## src/rtl/adc_host_params.svh

```systemverilog
// Timing constants, widths and codes shared by the converter controller files.
`ifndef ADC_HOST_PARAMS_SVH
`define ADC_HOST_PARAMS_SVH

// ----------------------------------------------------------------------------
// Clock and times
// ----------------------------------------------------------------------------
`define CLK_PERIOD_NS     10
`define START_MIN_NS      50
`define ACQ_MIN_NS        200
`define RESULT_HOLD_NS    300
`define BUSY_MAX_NS       500
`define START_CYC         ((`START_MIN_NS + `CLK_PERIOD_NS - 1) / `CLK_PERIOD_NS)
`define ACQ_CYC           ((`ACQ_MIN_NS + `CLK_PERIOD_NS - 1) / `CLK_PERIOD_NS)
`define BUSY_MAX_CYC      (`BUSY_MAX_NS / `CLK_PERIOD_NS)

// ----------------------------------------------------------------------------
// Result format and counter width
// ----------------------------------------------------------------------------
`define RESULT_W          12
`define SIGN_BIT          11
`define CNT_W             8

`endif

```

## src/rtl/adc_host_pkg.sv

```systemverilog
// Types shared by the converter controller modules.
package adc_host_pkg;

  typedef enum logic [2:0] {
    ST_IDLE,
    ST_ACQUIRE,
    ST_START,
    ST_WAIT_BUSY,
    ST_CONVERT,
    ST_DONE
  } seq_state_t;

  typedef logic [11:0] result_t;

endpackage

```

## src/rtl/adc_cycle_timer.sv

```systemverilog
// Down counter that reports when a loaded number of cycles has passed.
`timescale 1ns/1ns
`default_nettype none
`include "adc_host_params.svh"

module adc_cycle_timer #(
  parameter int CW = `CNT_W
) (
  // Clock and reset
  input  wire logic          core_clk,
  input  wire logic          sys_rst,
  // Control
  input  wire logic          load,
  input  wire logic [CW-1:0] load_val,
  // Status
  output logic               expired
);

  typedef struct packed {
    logic [CW-1:0] cnt;
    logic          done;
  } tmr_t;

  tmr_t s_q;
  tmr_t s_d;

  always_comb
  begin
    s_d = s_q;
    if (load)
    begin
      s_d.cnt  = load_val;
      s_d.done = (load_val == '0);
    end
    else if (s_q.cnt != '0)
    begin
      s_d.cnt  = s_q.cnt - 1'b1;
      s_d.done = (s_q.cnt == {{(CW-1){1'b0}}, 1'b1});
    end
  end

  always_ff @(posedge core_clk or posedge sys_rst)
  begin
    if (sys_rst)
      s_q <= '0;
    else
      s_q <= s_d;
  end

  assign expired = s_q.done;

endmodule
`default_nettype wire

```

## src/rtl/adc_host_ctrl.sv

```systemverilog
// Host-side sequencer that runs conversions on a two-step subranging converter.
//
// What this block does
// - Each conversion starts with one start pulse held high at least 50 ns.
// - After input-released falls the host may put the track/hold back to tracking.
// - With a track/hold the host allows 200 ns of acquisition before each start.
// - The host puts the track/hold into hold after the rising edge of start.
// - The host releases hold when the converter is done with the input.
`timescale 1ns/1ns
`default_nettype none
`include "adc_host_params.svh"

module adc_host_ctrl
  import adc_host_pkg::*;
#(
  parameter int RW         = `RESULT_W,
  parameter int START_CYC  = `START_CYC,
  parameter int ACQ_CYC    = `ACQ_CYC,
  parameter int TIMEOUT    = `BUSY_MAX_CYC + 4
) (
  // Clock and reset
  input  wire logic                   core_clk,
  input  wire logic                   sys_rst,
  // User command side
  input  wire logic                   conv_req,
  input  wire logic                   bipolar,
  output logic                        conv_ready,
  output logic                        sample_valid,
  output logic [RW-1:0]               sample_data,
  output logic                        sample_signed_ok,
  output logic                        conv_timeout,
  // Converter pins
  output logic                        adc_start,
  output logic                        adc_data_en_n,
  input  wire logic                   adc_busy,
  input  wire logic                   adc_input_released,
  input  wire logic [RW-1:0]          adc_result,
  // Track/hold control
  output logic                        th_hold
);

  import adc_host_pkg::*;

  // --------------------------------------------------------------------------
  // State
  // --------------------------------------------------------------------------
  typedef struct packed {
    seq_state_t     st;
    logic           start;
    logic           den_n;
    logic           hold;
    logic           ready;
    logic           valid;
    logic [RW-1:0]  data;
    logic           bip;
    logic           tmo;
    logic           busy_prev;
    logic           rel_prev;
    logic [`CNT_W-1:0] wd;
  } ctrl_t;

  ctrl_t s_q;
  ctrl_t s_d;

  // --------------------------------------------------------------------------
  // Timer hookup
  // --------------------------------------------------------------------------
  logic              tmr_load;
  logic [`CNT_W-1:0] tmr_val;
  logic              tmr_expired;

  // --------------------------------------------------------------------------
  // Helpers
  // --------------------------------------------------------------------------
  // Offset binary to a two's complement view: flipping the top bit puts the
  // zero-input step between 0111..1 and 1000..0 at the sign change.
  function automatic logic [RW-1:0] to_user(input logic [RW-1:0] raw, input logic bip);
    to_user = bip ? {~raw[RW-1], raw[RW-2:0]} : raw;
  endfunction

  // A pin fell when last cycle's copy was high and the pin is now low.
  function automatic logic fell_now(input logic prev, input logic cur);
    fell_now = prev && !cur;
  endfunction

  // --------------------------------------------------------------------------
  // Phase timer
  // --------------------------------------------------------------------------
  adc_cycle_timer #(
    .CW       (`CNT_W)
  ) u_timer (
    .core_clk (core_clk),
    .sys_rst  (sys_rst),
    .load     (tmr_load),
    .load_val (tmr_val),
    .expired  (tmr_expired)
  );

  // --------------------------------------------------------------------------
  // Sequencer
  // --------------------------------------------------------------------------
  always_comb
  begin
    s_d       = s_q;
    tmr_load  = 1'b0;
    tmr_val   = '0;
    s_d.valid = 1'b0;
    s_d.busy_prev = adc_busy;
    s_d.rel_prev  = adc_input_released;
    unique case (s_q.st)
      ST_IDLE:
      begin
        s_d.ready = 1'b1;
        if (conv_req)
        begin
          // Acquisition runs while the track/hold tracks.
          s_d.ready = 1'b0;
          s_d.bip   = bipolar;
          s_d.tmo   = 1'b0;
          s_d.st    = ST_ACQUIRE;
          tmr_load  = 1'b1;
          tmr_val   = `CNT_W'(ACQ_CYC);
        end
      end
      ST_ACQUIRE:
      begin
        if (tmr_expired)
        begin
          s_d.start = 1'b1;
          s_d.st    = ST_START;
          tmr_load  = 1'b1;
          tmr_val   = `CNT_W'(START_CYC);
        end
      end
      ST_START:
      begin
        // Hold is commanded one cycle after start rises.
        s_d.hold = 1'b1;
        if (tmr_expired)
        begin
          s_d.start = 1'b0;
          s_d.st    = ST_WAIT_BUSY;
          s_d.wd    = '0;
        end
      end
      ST_WAIT_BUSY, ST_CONVERT:
      begin
        // Busy may rise a cycle or two after start falls; the watchdog covers both states.
        s_d.wd = s_q.wd + 1'b1;
        if (adc_busy)
          s_d.st = ST_CONVERT;
        // Falling edge of input-released frees the track/hold early.
        if (fell_now(s_q.rel_prev, adc_input_released))
          s_d.hold = 1'b0;
        if (s_q.st == ST_CONVERT && fell_now(s_q.busy_prev, adc_busy))
        begin
          // Data is already valid when busy falls, so it is taken on that edge.
          s_d.data  = to_user(adc_result, s_q.bip);
          s_d.valid = 1'b1;
          s_d.hold  = 1'b0;
          s_d.st    = ST_DONE;
        end
        else if (s_q.wd >= `CNT_W'(TIMEOUT))
        begin
          // A stuck converter must not lock the host up.
          s_d.tmo   = 1'b1;
          s_d.hold  = 1'b0;
          s_d.st    = ST_DONE;
        end
      end
      ST_DONE:
      begin
        s_d.ready = 1'b1;
        s_d.st    = ST_IDLE;
      end
      default:
      begin
        // Unused codes fall back to idle rather than leave the converter hanging.
        s_d.st = ST_IDLE;
      end
    endcase
  end

  // --------------------------------------------------------------------------
  // Registers
  // --------------------------------------------------------------------------
  always_ff @(posedge core_clk or posedge sys_rst)
  begin
    if (sys_rst)
    begin
      s_q       <= '0;
      s_q.st    <= ST_IDLE;
      s_q.den_n <= 1'b0;
    end
    else
      s_q <= s_d;
  end

  // --------------------------------------------------------------------------
  // Outputs
  // --------------------------------------------------------------------------
  // Output buffers stay enabled so the previous word is readable during the
  // next conversion.
  assign adc_data_en_n    = s_q.den_n;
  assign adc_start        = s_q.start;
  assign th_hold          = s_q.hold;
  assign conv_ready       = s_q.ready;
  assign sample_valid     = s_q.valid;
  assign sample_data      = s_q.data;
  assign sample_signed_ok = s_q.bip;
  assign conv_timeout     = s_q.tmo;

endmodule
`default_nettype wire

```

## config.mk

```make
export PLATFORM = sky130hd
export DESIGN_NAME = adc_host_ctrl
export DESIGN_NICKNAME = d
export VERILOG_FILES = /design/src/rtl/adc_host_pkg.sv /design/src/rtl/adc_cycle_timer.sv /design/src/rtl/adc_host_ctrl.sv
export VERILOG_INCLUDE_DIRS = /design/src /design/src/rtl
export SDC_FILE = /design/constraint.sdc
export NUM_CORES = 1
export LEC_CHECK = 0
export BUFFER_PORTS_ARGS = -buffer_cell sky130_fd_sc_hd__buf_2
export CORE_ASPECT_RATIO = 0.7
export CORE_MARGIN = 1
export CORE_UTILIZATION = 50
export DETAILED_ROUTE_END_ITERATION = 8
export GPL_ROUTABILITY_DRIVEN = 0
export HOLD_SLACK_MARGIN = 0.15
export PLACE_DENSITY = 0.75
export SETUP_SLACK_MARGIN = 0.05
export SLEW_MARGIN = 20
export SYNTH_ARGS = -nofsm -noshare
export SYNTH_HDL_FRONTEND = slang
export SYNTH_SLANG_ARGS = --single-unit
```

## constraint.sdc

```tcl
create_clock -name core_clk -period 1.7 [get_ports core_clk]
set_input_delay 0.17 -clock core_clk [delete_from_list [all_inputs] [get_ports core_clk]]
set_output_delay 0.17 -clock core_clk [all_outputs]
set_load 0.05 [all_outputs]
```

* Yosys cells after proc, flatten, opt, wreduce, memory -nomap -nowiden
Index checks and enable logic that the tools add are counted.
** Word-level totals
- Flip-flop bits (word level) :: 40
- Bits in latches :: 0
- Memory bits (writable) :: 0
- Memory bits (read-only) :: 0
- Bits of input ports :: 18
- Output and inout port bits :: 19
- Memories kept :: 0
** Operators by class
- Add/subtract/negate cells :: 2
- Multipliers :: 0
- Div/mod/pow operators :: 0
- $lt $le $gt $ge :: 1
- Equal/unequal tests :: 13
- Shift-type cells :: 0
- Mux-type cells :: 31
- Bitwise operators :: 1
- Reduce and logical (&&, ||, !) cells :: 21
** Operators by type and width (count)
- case mux 8 bit (2 select lines) :: 2
- two-way mux 13 bit :: 2
- two-way mux 9 bit :: 2
- two-way mux 3 bit :: 5
- two-way mux 12 bit :: 1
- case mux 3 bit (4 select lines) :: 1
- case mux 1 bit (2 select lines) :: 5
- nonzero test 2 bit :: 5
- two-way mux 1 bit :: 9
- adder 8 x 1 -> 8 bit, second input constant :: 1
- == test 8 x 1 -> 1 bit, second input constant :: 1
- greater-or-equal comparator 8 x 6 -> 1 bit, second input constant :: 1
- logical NOT 8 bit :: 1
- two-way mux 4 bit :: 2
- two-way mux 8 bit :: 1
- != test 4 bit, second input constant :: 2
- AND reduction 2 bit :: 4
- AND reduction 4 bit :: 2
- nonzero test 8 bit :: 1
- subtractor 8 x 1 -> 8 bit, second input constant :: 1
- == test 3 x 2 -> 1 bit, second input constant :: 2
- == test 3 bit, second input constant :: 2
- != test 2 bit, second input constant :: 3
- two-way mux 5 bit :: 1
- 8 further kinds :: 12

* Longest topological paths before layout
- Word-level depth :: 6
- Gate-level depth with buffers :: 7

* Hierarchy
From an unflattened synthesis, not the netlist that was laid out.
** Second synthesis, totals
- Cells, all modules :: 229
- Area total of the unflattened synthesis :: 2198.4 um2
** Modules (own cells, without submodules)
- adc_host_ctrl :: instances 1, cells each 168, area each 1654.1 um2, seq. area each 775.7 um2
- adc_cycle_timer :: instances 1, cells each 61, area each 544.3 um2, seq. area each 225.2 um2

* Worst setup path after synthesis
Ideal clock, no wire load.
- Path type :: register -> register
- Start point :: reg s_q[0] in the netlist's numbering
- End point :: reg s_q[29] in the netlist's numbering
- Data arrival time :: 1.621 ns
- Path slack :: -0.007 ns
- Stages on the path, launching flop included :: 7
- Path buffers :: 0
- Clock period less this slack :: 1.707 ns
- Path through :: dfrtp_1 inv_1 ha_1 or3_4 a2111oi_4 a22oi_1 a211oi_2
** Between the ends
- Word-level cells in the longest chain between the ends :: 4
- Elaborated cells between the ends (all ways) :: 6
- Those cells by class :: 1 x order compare; 1 x eq/ne; 3 x mux; 1 x reduce/logical
** RTL lines
- from (decl) :: RTL line adc_host_ctrl.sv:62 : ctrl_t s_q;
- greater-or-equal comparator 8 x 6 -> 1 bit * :: RTL line adc_host_ctrl.sv:163 : else if (s_q.wd >= `CNT_W'(TIMEOUT))
- two-way mux 3 bit :: RTL line adc_host_ctrl.sv:163
- two-way mux 3 bit :: RTL line adc_host_ctrl.sv:155 : if (s_q.st == ST_CONVERT && fell_now(s_q.busy_prev, adc_busy))
- case mux 3 bit (4 select lines) :: RTL line adc_host_ctrl.sv:110 : unique case (s_q.st)
Every way passes the cells marked *; elsewhere a longest branch is shown, timed or not.
A chain may end at the register's enable or synchronous reset.

* Worst setup path after layout
- Start point :: reg s_q[1] in the netlist's numbering
- End point :: reg s_q[29] in the netlist's numbering
Same word-level chain as after synthesis.

==> results_dict.tcl <==
set metrics [dict create \
    status "finished, violations left" \
    violations "setup timing" \
    crit_path_start_kind "register" \
    ys_warn_count 0 \
    slew_viol_final 0 \
    start_util 0.532 \
    port-buffer-count 35 \
    overflow 0 \
    cts.sinks 40 \
    cellLeakagePower_nw 1.35 \
    vias_per_cell 5.37 \
    setup_tns_ns -0.0641 \
    drc 0 \
    hold_class "primary input to register" \
    die_h_um 56.5 \
    crit_path_max_incr_delay_ns 0.40 \
    dp_slack_ns -0.0146 \
    cts_tree "done" \
    final_common_cell "dfrtp_1" \
    pin_count 37 \
    cp.depth 5 \
    maxSlewHeadroom 0.657 \
    wl_um 4470 \
    p_per_area_nw_per_um2 1420 \
    h-tree-depth 2 \
    crit_family "compound AO/OA/AOI/OAI gates" \
    crit_slowest_cell "dfrtp_1" \
    num_vias 1698 \
    synth_edf_count 0 \
    vdd_drop_max_mv 1.06 \
    area_growth_syn_to_layout_pct 26.6 \
    whs_path_depth 3 \
    max_cap_viol_count 0 \
    ys_seq_area_frac 0.471 \
    grt_pass1_vias 1578 \
    path_buf_inv 0 \
    fmax_mhz 572 \
    synthCells 206 \
    grt_util_all_layers 0.223 \
    drive_gt1_frac 0.352 \
    synth.largest_area_cell "dfrtp_1" \
    dp_hpwl_um 3040 \
    finalNonFillerCells 316 \
    postLayoutCellArea_um2 2690 \
    p_total_mw 3.82 \
    crit_type "register to register" \
    firstDrtPassIters 4 \
    place_inst 290 \
    die-area_um2 4520 \
    worstPathRequired_ns 1.91 \
    clkTransAtPathRegs_ns 0.08 \
    cts_root_buf "clkbuf_8" \
    dieWidth_um 79.9 \
    layout.nets 286 \
    clk_path_buf_depth 2 \
    antenna-diode-count 0 \
    syn_area_um2 2120 \
    grt_pass1_wl_um 7500 \
    dpl_cell_area_um2 2360 \
    cts_made_buffers 5 \
    rows 19 \
    synth_top_cell_area_share 0.471 \
    async_flop_share 1.00 \
    finalHoldViolCount 0 \
    reg2reg_depth 5 \
    period_share 1.03 \
    ys_seq_elements 40 \
    syn_avg_cell_area_um2 10.3 \
    wl_per_cell_um 14.2 \
    whs_ns 0.155 \
    worst_pin_slew_ns 0.514 \
    fin_skew_ns 0.00514 \
    arrival_ns 1.96 \
    yosys.cell_types.count 48 \
    worst_skew_pair.late_latency_ns 0.29 \
    fin_util 0.674 \
    synth_nets 229 \
    core-area_um2 3990 \
    cp_max_fo 3 \
    final_cell_mix "dfrtp_1 (39), buf_2 (35), buf_4 (20)" \
    end_kind "register" \
    fin_ws_ns -0.0496 \
    finalSetupViolCount 2 \
    synth_area_leaders "dfrtp_1 (47%), mux2_2 (6.4%), buf_4 (5.3%)" \
    ys.flop_type "dfrtp_1" \
    antenna_found_initial 0 \
    grt_max_degree 41 \
    min_period_ns 1.75 \
    drtIter0Drc 73 \
    drtAntennaViolNets 0 \
    rsz0062_at_grt "yes" \
    cp_cell_sequence "ha_2 -> or3_4 -> a2111oi_4 -> a22oi_2 -> a211oi_2" \
    fillers 319 \
]
==> path summary, 6_finish.rpt <==
kind                       slack, ns            start              end
max                            -0.05           s_q[1]          s_q[29]
min                             0.16   adc_result[11]  sample_data[11]
min reg2reg                     0.49  sample_data[11]  sample_data[11]
max in group asynchronous       0.78          sys_rst          s_q[29]
max reg2reg                    -0.05           s_q[1]          s_q[29]
min in group asynchronous       0.53          sys_rst   sample_data[2]
==> state kept, by name (all words and copies together) (netlist names) <==
signal / cells
sample_signed_ok: 1
sample_valid: 1
sample_data: 12
th_hold: 1
s_q: 13
conv_ready: 1
conv_timeout: 1
u_timer.s_q: 8
adc_start: 1
u_timer.expired: 1
==> cell type report <==
cell class,instances,area [µm²],share of cell area
multi-input cells,134,995,0.370
inverters,12,45.0,0.0167
well taps,52,65.1,0.0242
clock inverters,2,35.0,0.0130
repair buffers,70,475,0.177
clock buffers,6,72.6,0.0270
flip-flops and latches,40,1000,0.373
==> worst min-delay path: cells and delay by family <==
family                 cells  cell delay, ns
XOR/XNOR                   1            0.10
buffers and inverters      1            0.08
AO/OA/AOI/OAI              1            0.06
==> cell families (layout without fill, tap and decap cells) <==
logic type	after synthesis	after routing	share of synthesized area
and+or+nand+nor	54	54	0.131
other	1	1	0.00177
AOI/OAI and AO/OA	50	50	0.168
muxes	14	14	0.0730
buffers and inverters	32	90	0.0842
adders and majority gates	5	5	0.0294
DFF	40	40	0.471
xor gates and xnor gates	10	10	0.0412
==> per-layer routing <==
layer / vias to the layer above / routed length [µm] / global-route usage
met4: 0 / 37 / 0.0536
met5: - / 0 / 0
met2: 53 / 1930 / 0.305
met1: 809 / 2230 / 0.334
met3: 4 / 280 / 0.0813
li1: 832 / - / -
==> cell usage after synthesis (2+ instances only) <==
cell type and number:
a21oi_1 12, buf_2 2, nand2_1 10, a211oi_1 3
o21ai_0 12, a22oi_1 2, nor4_1 2, a31oi_1 4
xor2_1 5, and3_1 4, a21o_1 2, nor3_1 5
dfrtp_1 40, or3_1 3, clkbuf_1 2, xnor2_1 5
buf_4 15, nand3_1 4, nor2b_1 2, mux2_2 12
ha_1 5, inv_1 12, o2111ai_1 2, mux2i_1 2
nor2_1 16
==> power by group <==
part	internal, mW	switching [mW]	leakage (nW)
registers	1.18	0.199	0.529
logic	0.682	1.01	0.765
clock network	0.435	0.321	0.0552
==> what timing repair did <==
item,4_1_cts,5_1_grt
buffers inserted,0,3
hold buffers,15,0
endpoints found under the setup margin,2,9
pin swaps,0,2
hold endpoints to repair,54,0
gates resized for setup,1,13
Power figures use the tool's default switching activity.
